==> config.mk <==
export PLATFORM = sky130hd
export DESIGN_NAME = mbf_bias_fault_cfg
export DESIGN_NICKNAME = d
export VERILOG_FILES = /design/src/mbf_pkg.sv /design/src/mbf_debounce.sv /design/src/mbf_bias_fault_cfg.sv
export VERILOG_INCLUDE_DIRS = /design/src
export SDC_FILE = /design/constraint.sdc
export NUM_CORES = 1
export LEC_CHECK = 0
export BUFFER_PORTS_ARGS = -buffer_cell sky130_fd_sc_hd__buf_4
export CAP_MARGIN = 20
export CORE_ASPECT_RATIO = 0.9
export CORE_MARGIN = 10
export CORE_UTILIZATION = 50
export DETAILED_ROUTE_END_ITERATION = 10
export GPL_ROUTABILITY_DRIVEN = 0
export GPL_TIMING_DRIVEN = 0
export HOLD_SLACK_MARGIN = 0.05
export PLACE_DENSITY = 0.8
export RECOVER_POWER = 50
export SYNTH_ARGS = -nofsm -noshare
export SYNTH_HDL_FRONTEND = slang
export SYNTH_SLANG_ARGS = --single-unit
==> constraint.sdc <==
create_clock -name clk_in -period 4.1 [get_ports clk_in]
set_clock_uncertainty 0.15 [all_clocks]
set_input_delay 0 -clock clk_in [delete_from_list [all_inputs] [get_ports clk_in]]
set_output_delay 0 -clock clk_in [all_outputs]
set_load 0.03 [all_outputs]
==> src/mbf_consts.svh <==
// register offsets, field positions, reset values and timing for the bias fault block
`ifndef MBF_CONSTS_SVH
`define MBF_CONSTS_SVH

`define MBF_ADDR_AUX_HIGH        8'h4E
`define MBF_ADDR_AUX_LOW         8'h4F
`define MBF_ADDR_PD_CTRL         8'h50
`define MBF_ADDR_BIAS_OV_MARGIN  8'h51
`define MBF_ADDR_INPUT_MARGINS   8'h52

`define MBF_RST_AUX_HIGH         8'hBA
`define MBF_RST_AUX_LOW          8'h4B
`define MBF_RST_PD_CTRL          8'h88
`define MBF_RST_BIAS_OV_MARGIN   8'h40
`define MBF_RST_INPUT_MARGINS    8'h44
`define MBF_RST_BIAS_OV_CODE     3'h2
`define MBF_RST_IN_SHORT_CODE    3'h2
`define MBF_RST_IN_OV_CODE       3'h1
`define MBF_RST_BIAS_OV_MV       9'h03C
`define MBF_RST_IN_SHORT_MV      9'h03C
`define MBF_RST_IN_OV_MV         9'h01E

`define MBF_BIT_OFF_SHORT        7
`define MBF_BIT_OFF_HIGH_CUR     6
`define MBF_BIT_OFF_LOW_CUR      5
`define MBF_BIT_OFF_OVERVOLT     4
`define MBF_BIT_OFF_OVERTEMP     3
`define MBF_BIT_MAN_RECOVERY     2
`define MBF_BIT_AUTO_RECOVERY    1
`define MBF_BIT_SHORT_DET_DIS    0

`define MBF_MARGIN_HI            7
`define MBF_MARGIN_LO            5
`define MBF_IN_OV_HI             4
`define MBF_IN_OV_LO             2

// margin step in millivolts, one code step
`define MBF_MARGIN_STEP_MV       8'd30

`define MBF_DBNC_SEL_16          2'h0
`define MBF_DBNC_SEL_8           2'h1
`define MBF_DBNC_SEL_4           2'h2
`define MBF_DBNC_SEL_NONE        2'h3
`define MBF_DBNC_CNT_16          5'd16
`define MBF_DBNC_CNT_8           5'd8
`define MBF_DBNC_CNT_4           5'd4

`endif

==> src/mbf_pkg.sv <==
// types shared by the bias fault configuration block
package mbf_pkg;

    typedef struct packed {
        logic short_ckt;
        logic high_current;
        logic low_current;
        logic overvoltage;
        logic overtemp;
    } mbf_faults_t;

    typedef struct packed {
        logic       wr_en;
        logic       rd_en;
        logic [7:0] addr;
        logic [7:0] wdata;
    } mbf_reg_req_t;

    typedef enum logic [2:0] {
        MBF_BIAS_ON  = 3'b001,
        MBF_BIAS_OFF = 3'b010,
        MBF_RECHECK  = 3'b100
    } mbf_bias_state_t;

endpackage

==> src/mbf_debounce.sv <==
// one fault debounce filter with selectable count
`timescale 1ns/1ps
`include "mbf_consts.svh"

module mbf_debounce
    import mbf_pkg::*;
(
    input  wire logic       clk_in,
    input  wire logic       resetn_in,
    input  wire logic       ce_in,
    input  wire logic [1:0] sel_in,
    input  wire logic       raw_in,
    output logic            fault_out
);

    logic [4:0] count;
    logic [4:0] next_count;
    logic       next_fault;
    logic [4:0] target;

    always_comb
    begin
        unique case (sel_in)
            `MBF_DBNC_SEL_16: target = `MBF_DBNC_CNT_16;
            `MBF_DBNC_SEL_8:  target = `MBF_DBNC_CNT_8;
            `MBF_DBNC_SEL_4:  target = `MBF_DBNC_CNT_4;
            default:          target = 5'h00;
        endcase
        next_count = count;
        next_fault = fault_out;
        // any change of the raw level restarts the count so glitches shorter than a nonzero target never report
        if (raw_in == fault_out)
        begin
            next_count = 5'h00;
        end
        else if (target == 5'h00 || count + 5'h01 >= target)
        begin
            next_fault = raw_in;
            next_count = 5'h00;
        end
        else
        begin
            next_count = count + 5'h01;
        end
    end

    always_ff @(posedge clk_in)
    begin
        if (!resetn_in)
        begin
            count     <= 5'h00;
            fault_out <= 1'b0;
        end
        else if (ce_in)
        begin
            count     <= next_count;
            fault_out <= next_fault;
        end
    end

endmodule

==> src/mbf_bias_fault_cfg.sv <==
// diagnostic limit, bias fault power-down and safe-band configuration registers
// ==========================================================================
// Notes on behaviour
// - eight-bit aux monitor high limit code, volts = ((0.9*code*16/4095)-0.225)*6
// - eight-bit aux monitor low limit code, same scale, resets to 0x4B
// - short-circuit power-down switch, reset 1, short fault turns bias off
// - high-current power-down switch, reset 0, high-current fault turns bias off
// - low-current power-down switch, reset 0, low-current fault turns bias off
// - over-voltage power-down switch, reset 0, over-voltage fault turns bias off
// - over-temperature power-down switch, reset 1, over-temp fault turns bias off
// - writing one to manual recovery rechecks faults, self clears; zero ignored
// - auto-recovery enable restores bias automatically once faults are gone
// - short detector runs while disable bit is zero, off when one
// - bias over-voltage lower margin, bits 7..5, code times 30 mV
// - input short-to-bias upper margin, bits 7..5, reset 010, code times 30 mV
// - input over-voltage lower margin, bits 4..2, reset 001, code times 30 mV
// - threshold doubling bit doubles the aux high and low limit thresholds, not the margins
// - fault detections debounced by 16, 8, 4 counts or not at all
`timescale 1ns/1ps
`include "mbf_consts.svh"

module mbf_bias_fault_cfg
    import mbf_pkg::*;
(
    input  wire logic         clk_in,
    input  wire logic         resetn_in,
    input  wire logic         ce_in,
    input  wire mbf_reg_req_t reg_req_in,
    input  wire mbf_faults_t  fault_raw_in,
    input  wire logic [1:0]   fault_debounce_select_in,
    input  wire logic         threshold_double_scale_in,
    output logic [7:0]        reg_rdata_out,
    output logic              bias_enable_out,
    output logic              bias_short_detect_en_out,
    output mbf_faults_t       fault_status_out,
    output logic [7:0]        aux_high_limit_code_out,
    output logic [7:0]        aux_low_limit_code_out,
    output logic [8:0]        aux_high_limit_eff_out,
    output logic [8:0]        aux_low_limit_eff_out,
    output logic [8:0]        bias_overvoltage_margin_mv_out,
    output logic [8:0]        input_to_bias_short_margin_mv_out,
    output logic [8:0]        input_overvoltage_margin_mv_out
);

    // ======================================================================
    // fault input synchronisers and debounce
    logic [4:0]  fault_meta;
    logic [4:0]  fault_sync;
    logic [4:0]  fault_deb;
    mbf_faults_t faults;

    always_ff @(posedge clk_in)
    begin
        if (!resetn_in)
        begin
            fault_meta <= 5'h00;
            fault_sync <= 5'h00;
        end
        else if (ce_in)
        begin
            fault_meta <= fault_raw_in;
            fault_sync <= fault_meta;
        end
    end

    genvar gi;
    generate
        for (gi = 0; gi < 5; gi = gi + 1)
        begin : g_deb
            mbf_debounce u_deb (
                .clk_in    (clk_in),
                .resetn_in (resetn_in),
                .ce_in     (ce_in),
                .sel_in    (fault_debounce_select_in),
                .raw_in    (fault_sync[gi]),
                .fault_out (fault_deb[gi])
            );
        end
    endgenerate

    // ======================================================================
    // register file
    logic [7:0] aux_high;
    logic [7:0] aux_low;
    logic [7:0] pd_ctrl;
    logic [2:0] bias_ov_margin;
    logic [2:0] in_short_margin;
    logic [2:0] in_ov_margin;
    logic [7:0] next_aux_high;
    logic [7:0] next_aux_low;
    logic [7:0] next_pd_ctrl;
    logic [2:0] next_bias_ov_margin;
    logic [2:0] next_in_short_margin;
    logic [2:0] next_in_ov_margin;
    logic [7:0] next_rdata;
    logic       recheck_start;

    always_comb
    begin
        next_aux_high        = aux_high;
        next_aux_low         = aux_low;
        next_pd_ctrl         = pd_ctrl;
        next_bias_ov_margin  = bias_ov_margin;
        next_in_short_margin = in_short_margin;
        next_in_ov_margin    = in_ov_margin;
        // recovery trigger is a one-shot; it never holds between writes
        next_pd_ctrl[`MBF_BIT_MAN_RECOVERY] = 1'b0;
        if (reg_req_in.wr_en)
        begin
            unique case (reg_req_in.addr)
                `MBF_ADDR_AUX_HIGH: next_aux_high = reg_req_in.wdata;
                `MBF_ADDR_AUX_LOW:  next_aux_low  = reg_req_in.wdata;
                `MBF_ADDR_PD_CTRL:  next_pd_ctrl  = reg_req_in.wdata;
                `MBF_ADDR_BIAS_OV_MARGIN:
                    next_bias_ov_margin =
                        reg_req_in.wdata[`MBF_MARGIN_HI:`MBF_MARGIN_LO];
                `MBF_ADDR_INPUT_MARGINS:
                begin
                    next_in_short_margin =
                        reg_req_in.wdata[`MBF_MARGIN_HI:`MBF_MARGIN_LO];
                    next_in_ov_margin =
                        reg_req_in.wdata[`MBF_IN_OV_HI:`MBF_IN_OV_LO];
                end
                default: ;
            endcase
        end
        // reserved positions stay zero whatever software writes
        next_rdata = 8'h00;
        if (reg_req_in.rd_en)
        begin
            unique case (reg_req_in.addr)
                `MBF_ADDR_AUX_HIGH:       next_rdata = aux_high;
                `MBF_ADDR_AUX_LOW:        next_rdata = aux_low;
                `MBF_ADDR_PD_CTRL:        next_rdata = pd_ctrl;
                `MBF_ADDR_BIAS_OV_MARGIN: next_rdata = {bias_ov_margin, 5'h00};
                `MBF_ADDR_INPUT_MARGINS:  next_rdata = {in_short_margin, in_ov_margin, 2'h0};
                default:                  next_rdata = 8'h00;
            endcase
        end
    end

    assign recheck_start = pd_ctrl[`MBF_BIT_MAN_RECOVERY];

    always_ff @(posedge clk_in)
    begin
        if (!resetn_in)
        begin
            aux_high        <= `MBF_RST_AUX_HIGH;
            aux_low         <= `MBF_RST_AUX_LOW;
            pd_ctrl         <= `MBF_RST_PD_CTRL;
            bias_ov_margin  <= `MBF_RST_BIAS_OV_CODE;
            in_short_margin <= `MBF_RST_IN_SHORT_CODE;
            in_ov_margin    <= `MBF_RST_IN_OV_CODE;
            reg_rdata_out   <= 8'h00;
        end
        else if (ce_in)
        begin
            aux_high        <= next_aux_high;
            aux_low         <= next_aux_low;
            pd_ctrl         <= next_pd_ctrl;
            bias_ov_margin  <= next_bias_ov_margin;
            in_short_margin <= next_in_short_margin;
            in_ov_margin    <= next_in_ov_margin;
            reg_rdata_out   <= next_rdata;
        end
    end

    // ======================================================================
    // fault gating and bias power state
    logic            trip;
    logic            any_fault;
    mbf_bias_state_t state;
    mbf_bias_state_t next_state;
    logic            next_bias_en;

    always_comb
    begin
        faults = fault_deb;
        // a disabled short detector can never report
        if (pd_ctrl[`MBF_BIT_SHORT_DET_DIS])
        begin
            faults.short_ckt = 1'b0;
        end
    end

    always_comb
    begin
        trip = (pd_ctrl[`MBF_BIT_OFF_SHORT]    & faults.short_ckt)
             | (pd_ctrl[`MBF_BIT_OFF_HIGH_CUR] & faults.high_current)
             | (pd_ctrl[`MBF_BIT_OFF_LOW_CUR]  & faults.low_current)
             | (pd_ctrl[`MBF_BIT_OFF_OVERVOLT] & faults.overvoltage)
             | (pd_ctrl[`MBF_BIT_OFF_OVERTEMP] & faults.overtemp);
        any_fault = trip;
        next_state   = state;
        unique case (state)
            MBF_BIAS_ON:
                if (trip)
                begin
                    next_state = MBF_BIAS_OFF;
                end
            MBF_BIAS_OFF:
                // stays off until a recovery path is asked for
                if (recheck_start || pd_ctrl[`MBF_BIT_AUTO_RECOVERY])
                begin
                    next_state = MBF_RECHECK;
                end
            MBF_RECHECK:
                next_state = any_fault ? MBF_BIAS_OFF : MBF_BIAS_ON;
            default:
                next_state = MBF_BIAS_OFF;
        endcase
        next_bias_en = (next_state == MBF_BIAS_ON);
    end

    always_ff @(posedge clk_in)
    begin
        if (!resetn_in)
        begin
            state           <= MBF_BIAS_ON;
            bias_enable_out <= 1'b1;
        end
        else if (ce_in)
        begin
            state           <= next_state;
            bias_enable_out <= next_bias_en;
        end
    end

    // ======================================================================
    // effective thresholds and margins for the measurement engine
    logic [8:0] next_hi_eff;
    logic [8:0] next_lo_eff;
    logic [8:0] next_m_bias;
    logic [8:0] next_m_short;
    logic [8:0] next_m_inov;

    always_comb
    begin
        next_hi_eff  = threshold_double_scale_in ? {aux_high, 1'b0} : {1'b0, aux_high};
        next_lo_eff  = threshold_double_scale_in ? {aux_low, 1'b0} : {1'b0, aux_low};
        next_m_bias  = 9'(bias_ov_margin * `MBF_MARGIN_STEP_MV);
        next_m_short = 9'(in_short_margin * `MBF_MARGIN_STEP_MV);
        next_m_inov  = 9'(in_ov_margin * `MBF_MARGIN_STEP_MV);
    end

    always_ff @(posedge clk_in)
    begin
        if (!resetn_in)
        begin
            aux_high_limit_code_out           <= `MBF_RST_AUX_HIGH;
            aux_low_limit_code_out            <= `MBF_RST_AUX_LOW;
            aux_high_limit_eff_out            <= {1'b0, `MBF_RST_AUX_HIGH};
            aux_low_limit_eff_out             <= {1'b0, `MBF_RST_AUX_LOW};
            bias_overvoltage_margin_mv_out    <= `MBF_RST_BIAS_OV_MV;
            input_to_bias_short_margin_mv_out <= `MBF_RST_IN_SHORT_MV;
            input_overvoltage_margin_mv_out   <= `MBF_RST_IN_OV_MV;
            bias_short_detect_en_out          <= 1'b1;
            fault_status_out                  <= 5'h00;
        end
        else if (ce_in)
        begin
            aux_high_limit_code_out           <= aux_high;
            aux_low_limit_code_out            <= aux_low;
            aux_high_limit_eff_out            <= next_hi_eff;
            aux_low_limit_eff_out             <= next_lo_eff;
            bias_overvoltage_margin_mv_out    <= next_m_bias;
            input_to_bias_short_margin_mv_out <= next_m_short;
            input_overvoltage_margin_mv_out   <= next_m_inov;
            bias_short_detect_en_out          <= ~pd_ctrl[`MBF_BIT_SHORT_DET_DIS];
            fault_status_out                  <= faults;
        end
    end
endmodule

[Yosys cells after proc, flatten, opt, wreduce, memory -nomap -nowiden]
Cells that the tools add are included.
Storage, ports and cells
  register bits: 146
  bits of input ports: 29
  output and inout bits: 76
  logic and storage cells: 119
Cells by class
  $add $sub $neg: 5
  $mul: 3
  magnitude comparators: 5
  eq/ne operators: 16
  multiplexer cells: 22
  bitwise operators: 15
  reduce and logical (&&, ||, !) cells: 18
Operators by type and width (count)
  $mux W5: 10
  $eq A8 B7 Y1 const B: 5
  $pmux W8 S5: 1
  $reduce_and A3 Y1: 10
  $add A5 B1 Y5 const B: 5
  $ge A5 B5 Y1: 5
  $mul A3 B4 Y7 const B: 3
  $mux W9: 2
  $pmux W5 S3: 1
  $mux W3: 4
  $pmux W3 S3: 1
  $mux W8: 1
  $eq A3 B1 Y1 const B: 2
  $logic_or A1 B1 Y1: 6
  $not A1 Y1: 6
  $and A1 B1 Y1: 5
  $eq A1 B1 Y1: 5
  $logic_not A5 Y1: 1
  $or A1 B1 Y1: 4
  $eq A3 B2 Y1 const B: 1
  $eq A3 B3 Y1 const B: 1
  $eq A2 B1 Y1 const B: 1
  $eq A2 B2 Y1 const B: 1
  $logic_not A2 Y1: 1
  2 further kinds: 2

[Logic depth before layout (Yosys ltp)]
Gate-level depths: netlist (run 1).
  depth in word-level cells: 9
  mapped depth: 8
  gate-level depth less buffers: 8

[Modules after synthesis]
A second synthesis (run 1) with hierarchy kept.
Second synthesis, totals
  cells, all modules: 744
  area, all modules: 7179.4 um2
By module, submodules not included
  mbf_bias_fault_cfg: times used 1, cells each 544, area each 5221.3 um2
  mbf_debounce: times used 5, cells each 40, area each 391.6 um2

[Worst setup path after synthesis (run 1)]
No wires, ideal clock.
  kind: reg2reg
  start point: register in_short_margin[1]
  end point: register input_to_bias_short_margin_mv_out[7]
  library setup time: 0.133 ns
  arrival time: 1.955 ns
  required time: 3.817 ns
  slack: 1.862 ns
  stages on the path, launching flop included: 7
  buffers on the path: 0
  period minus slack after synthesis: 2.238 ns
  cells stage by stage: dfxtp_1 fa_1 ha_1 fa_1 a21o_1 a21oi_1 a21oi_1
Between the ends
  longest elaborated chain between the ends: 1
RTL lines
  start, declared: RTL line mbf_bias_fault_cfg.sv:87  | logic [2:0] in_short_margin;
  start signal, assigned: RTL line mbf_bias_fault_cfg.sv:152  | in_short_margin <= `MBF_RST_IN_SHORT_CODE;
  start signal, assigned: RTL line mbf_bias_fault_cfg.sv:162  | in_short_margin <= next_in_short_margin;
  $mul A3 B4 Y7 (no source line)
  end signal, assigned: RTL line mbf_bias_fault_cfg.sv:255  | input_to_bias_short_margin_mv_out <= `MBF_RST_IN_SHORT_MV;
  end signal, assigned: RTL line mbf_bias_fault_cfg.sv:267  | input_to_bias_short_margin_mv_out <= next_m_short;
  end, declared: RTL line mbf_bias_fault_cfg.sv:41  | output logic [8:0] input_to_bias_short_margin_mv_out,
Every way passes these cells.
A chain may end at the register's enable or synchronous reset.

==> summary.md, run 1 <==
| Metric | Value |
|---|---|
| Status | `finished clean` |
| Largest regs | `g_deb.u_deb.count x25, aux_high_limit_eff_out x9, aux_low_limit_eff_out x9` |
| DR WL/cell | `19.0 um` |
| Number of global-route vias before repair | `6280` |
| Comb pwr share | `0.082` |
| Slew headroom | `0.399` |
| Synthesized cell area | `0.00709 sq mm` |
| Worst Setup End Kind | `flop` |
| Largest net degree at the start of global routing | `17` |
| Fmax achieved | `0.370 GHz` |
| Grt ovf | `0` |
| Root Buffer | `clkbuf_16` |
| Nets | `995` |
| Cell taking the most area after synthesis | `dfxtp_1` |
| Synth top area cells | `dfxtp_1, mux2i_1, ha_1` |
| Number of port buffers | `95` |
| Slew Viols, Final | `0` |
| RSZ-0062 raised after global routing | `no` |
| Top cells by count, synth | `dfxtp_1, nand2_1, mux2i_1, nor2_1, ha_1` |
| Period utilization | `0.659` |
| Top-Level Pins | `105` |
| Vias | `6286` |
| Synthesized flop and latch total | `146` |
| Max reg flops | `25` |
| Min-Delay Path Class | `input port to flop` |
| Final design utilization | `0.621` |
| H-tree depth | `4` |
| Initial antenna violation count | `0` |
| Worst reg-to-reg path cell count | `6` |
| Final hold viol count | `0` |
| Worst-path fanout max | `10` |
| Row cnt | `41` |
| Post-synth top area share | `0.412` |
| WS Path Type | `input port to flop` |
| Core area | `0.0140 sq mm` |
| Detail Placement HPWL | `15000 um` |
| Sink Count | `146` |
| Setup TNS Final | `0 ns` |
| Avg Cell Area, Syn | `9.23 sq um` |
| Post-synth EDFFs | `0` |
| Critical Path AT | `2.93 ns` |
| Post-CTS sizing | `0` |
| DR iter-0 viols | `528` |
| Pre-antenna DRT Iters | `5` |
| YS warnings | `0` |
| Clock Power Share | `0.484` |
| Synth Flop Type | `dfxtp_1` |
| Top-count cell post-synth | `dfxtp_1` |
| DIE AREA | `0.0193 sq mm` |
| Worst-Skew Late Latency | `0.43 ns` |
| # DRC | `0` |
| Die Wd | `146 um` |
| Register share of total power | `0.434` |
| First-pass GRT wire length | `33700 um` |
| Share of layout cells above drive strength 1 | `0.0917` |
| Leak | `3.54 nW` |
| Fin crit period | `2.70 ns` |
| Int Power | `2.55 mW` |
| Post-DRT Antenna Nets | `0` |
| Critical path launch point type | `input port` |
| Pwr dens | `385 mW/mm^2` |
| Final wirelength | `21300 um` |
| Ys async rst share | `0` |
| Filler cells | `1201` |
| Synth Instances | `768` |
| Reg clk slew, reported paths | `0.06 ns` |
| Seq/Total Area, Yosys | `0.412` |
| Bufs on Longest Clock Path | `2` |
| Ant. Diodes | `0` |
| CTS buffer count | `17` |
| Hold depth | `6` |
| NetSw | `787 uW` |
| Peak VDD IR | `0.274 mV` |
| CTS tree | `built` |
| Initial Util | `0.508` |
| Worst slew pin tran | `0.901 ns` |
| Die Y | `133 um` |
| Max-capacitance violation count | `0` |
| Most flops, register | `g_deb.u_deb.count` |
| P&R area growth vs syn | `22.2%` |
| CP required | `4.32 ns` |
| Total power after layout | `3.34 mW` |
| R2r setup slk | `1.63 ns` |
| # setup viols final | `0` |
| Sw Share | `0.236` |
| Tot GR Track Use | `0.217` |
| Yosys cell types | `51` |
| DR vias/cell | `5.61` |
metrics by stage:
step / cells / cell area [sq um] / worst slack (ns) / hold slack, ns
final: 1120 / 8660 / 1.40 / 0.109
after global routing: 1120 / 8660 / 1.27 / 0.132
after CTS: 1119 / 8940 / 1.57 / 0.0919
after detailed placement: 1061 / 8060 / 1.66 / 0.0989
after global placement: 1061 / 8060 / 1.68 / 0.0944
after floorplan: 773 / 7110 / 1.86 / -0.0249
logic make-up after synthesis:
kind of cell	Yosys count	share of synthesized area
adder cells (fa/ha/maj)	52	0.101
other	1	0.000529
XOR/XNOR	18	0.0222
AND/OR/NAND/NOR	257	0.166
AO/OA/AOI/OAI	125	0.117
buffers and inverters	74	0.0454
flip-flops	146	0.412
multiplexers	95	0.136
routing by layer:
layer / share of wire / track usage / vias up
li1: - / - / 2977
met1: 0.42 / 0.261 / 2986
met5: 0 / 0 / -
met3: 0.081 / 0.0661 / 62
met2: 0.46 / 0.352 / 261
met4: 0.031 / 0.0943 / 0
path summary, 6_finish.rpt:
path | start | end
hold / removal | reg_req_in[13] | aux_high[3]$_SDFFE_PN1P_
hold reg to reg | aux_low_limit_eff_out[8]$_SDFFE_PN0P_ | aux_low_limit_eff_out[8]$_SDFFE_PN0P_
setup reg to reg | in_short_margin[0]$_SDFFE_PN0P_ | input_to_bias_short_margin_mv_out[7]$_SDFFE_PN0P_
setup / recovery | resetn_in | pd_ctrl[4]$_SDFFE_PN0P_
layout by cell type, fill, tap and decap left out, types with 8 or more instances in the layout:
cell type and n:
a32oi_1 18, xnor2_1 17, nand3b_1 8, fa_1 9, o21ai_0 39, mux2_2 8
a21oi_1 25, ha_1 43, clkbuf_1 107, nor3_1 8, mux2i_1 87, dlygate4sd3_1 26
inv_1 26, nand3_1 32, nor2b_1 14, clkbuf_16 17, dfxtp_1 146, buf_4 29
nand2_1 99, nor2_1 76
layout make-up:
cell class              instances  area, sq um  area share
clock buffers                  24          492      0.0568
flip-flops and latches        146         2920       0.337
repair buffers                122          708      0.0817
plain buffers                  48          216      0.0250
multi-input cells             553         3860       0.446
inverters                      26         97.6      0.0113
well taps                     193          241      0.0279
clock inverters                 8          125      0.0144
power by group through the flow:
stage | logic (mW) | registers, mW | clock network, mW
global route | 0.292 | 1.45 | 1.68
floorplan | 0.140 | 1.50 | 0
CTS | 0.279 | 1.45 | 1.62
finish | 0.274 | 1.45 | 1.61
global placement | 0.256 | 1.48 | 0
detailed placement | 0.259 | 1.48 | 0
worst max-delay path, cell delays in order:
cell and delay (ns):
dlygate4sd3_1 0.53, clkbuf_1 0.18, clkbuf_1 0.33, buf_1 0.52, nand3_1 0.14, dlygate4sd3_1 0.59
o21ai_0 0.07, dlygate4sd3_1 0.56
what timing repair did:
action | 4_1_cts | 5_1_grt
setup endpoints to repair | 0 | 0
hold buffers | 26 | 0
endpoints found under the hold margin | 59 | 0
buffers inserted | 0 | 0
No activity file was read; power rests on OpenSTA's default activity.
==> run 2: changes to the inputs <==
Clock period 4.1 ns to 2.8 ns, I/O delays scaled along.
==> summary.md, run 2 (synthesized netlist as in run 1, its figures left out) <==
| Metric | Value |
|---|---|
| Status | `finished clean` |
| Vias | `6249` |
| P&R area growth vs syn | `22.3%` |
| # DRC | `0` |
| First-pass GRT wire length | `33700 um` |
| Die Wd | `146 um` |
| Top-Level Pins | `105` |
| Cell family with most CP delay | `buffers and inverters` |
| CTS buffer count | `17` |
| Tot GR Track Use | `0.217` |
| Leak | `3.54 nW` |
| Row cnt | `41` |
| Post-DRT Antenna Nets | `0` |
| Final wirelength | `21200 um` |
| Slew headroom | `0.413` |
| Leading cell type in the layout, fill and taps excluded | `dfxtp_1` |
| CP required | `3.02 ns` |
| WS Path Type | `input port to flop` |
| Period utilization | `0.925` |
| H-tree depth | `4` |
| Worst-path fanout max | `10` |
| Most used cell, CP | `dlygate4sd3_1` |
| DR iter-0 viols | `545` |
| Worst Setup End Kind | `flop` |
| Number of global-route vias before repair | `6280` |
| Final hold slack | `0.109 ns` |
| Final hold viol count | `0` |
| Root Buffer | `clkbuf_16` |
| Number of port buffers | `95` |
| Initial Util | `0.508` |
| Most flops, register | `g_deb.u_deb.count` |
| Initial antenna violation count | `0` |
| Post-CTS sizing | `0` |
| Crit path cell chain | `dlygate4sd3_1, buf_4, clkbuf_1, buf_1, nand3_1, dlygate4sd3_1, o21ai_0, dlygate4sd3_1` |
| Hold_buf cts | `26` |
| Reg clk slew, reported paths | `0.06 ns` |
| Nets | `995` |
| Pre-antenna DRT Iters | `5` |
| Largest regs | `g_deb.u_deb.count x25, aux_high_limit_eff_out x9, aux_low_limit_eff_out x9` |
| Die Y | `133 um` |
| Max reg flops | `25` |
| Pwr dens | `564 mW/mm^2` |
| Detail Placement HPWL | `15000 um` |
| Sink Count | `146` |
| Slowest stage delay, CP | `0.58 ns` |
| WP buf/inv | `6` |
| Min-Delay Path Class | `input port to flop` |
| Post-CTS Setup Bufs | `0` |
| DR WL/cell | `18.9 um` |
| Most frequent cells in the layout | `dfxtp_1, clkbuf_1, nand2_1, mux2i_1, nor2_1` |
| Share of layout cells above drive strength 1 | `0.0917` |
| CTS tree | `built` |
| Largest net degree at the start of global routing | `17` |
| Worst-Skew Late Latency | `0.43 ns` |
| Critical path launch point type | `input port` |
| RSZ-0062 raised after global routing | `no` |
| Fmax achieved | `0.386 GHz` |
| Bufs on Longest Clock Path | `2` |
| Fin crit period | `2.59 ns` |
| Ant. Diodes | `0` |
| DIE AREA | `0.0193 sq mm` |
| Slew Viols, Final | `0` |
| Max-capacitance violation count | `0` |
| DR vias/cell | `5.58` |
| Peak VDD IR | `0.400 mV` |
| Grt ovf | `0` |
| Worst slew pin tran | `0.881 ns` |
| Total power after layout | `4.89 mW` |
| Core area | `0.0140 sq mm` |
| # setup viols final | `0` |
| Worst-path cell with the longest stage delay | `dlygate4sd3_1` |
| Critical Path AT | `2.81 ns` |
| Setup TNS Final | `0 ns` |
## run 2: cell counts in the layout (fill, tap and decap cells not counted)
Identical to the previous run, type by type.
## run 2: layout make-up
type / instances / area, sq um
fill: 1200 / 5290
multi-input combinational: 553 / 3860
sequential: 146 / 2920
timing repair buffer: 122 / 712
clock buffer: 24 / 492
tap: 193 / 241
buffer: 48 / 215
clock inverter: 8 / 125
inverter: 26 / 97.6
## run 2: metrics by stage
stage                     area [sq um]  std cells  setup WS (ns)  utilization
after global routing              8670       1120         0.0537        0.621
after global placement            8060       1061          0.380        0.578
after detailed placement          8060       1061          0.360        0.578
final                             8670       1120          0.211        0.621
after floorplan                   7110        773          0.562            -
after CTS                         8940       1119          0.271        0.641
## run 2: tightest hold or removal path: cells and delay by family
family                 cells  cell delay, ns
AND/OR/NAND/NOR            3            0.29
buffers and inverters      2            0.24
multiplexers               1            0.13
## run 2: power by group
part	leakage, nW	internal [mW]	switching, mW
clock	0.289	1.49	0.872
sequential	1.18	2.10	0.0185
combinational	2.07	0.138	0.263
## run 2: path summary, 6_finish.rpt
| check | startpoint | endpoint | slack (ns) | depth (start not counted) |
|---|---|---|---|---|
| max | resetn_in | pd_ctrl[4]$_SDFFE_PN0P_ | 0.21 | 8 |
| min | reg_req_in[13] | aux_high[5]$_SDFFE_PN1P_ | 0.11 | 6 |
| min reg2reg | aux_low_limit_eff_out[8]$_SDFFE_PN0P_ | aux_low_limit_eff_out[8]$_SDFFE_PN0P_ | 0.32 | 2 |
| max reg2reg | in_short_margin[0]$_SDFFE_PN0P_ | input_to_bias_short_margin_mv_out[7]$_SDFFE_PN0P_ | 0.33 | 6 |
## run 2: layer usage
layer | track usage | up-vias | routed length, um
met4 | 0.0943 | 0 | 701
met5 | 0 | - | 0
met2 | 0.352 | 268 | 9730
met1 | 0.261 | 2937 | 8950
met3 | 0.0661 | 67 | 1810
li1 | - | 2977 | -
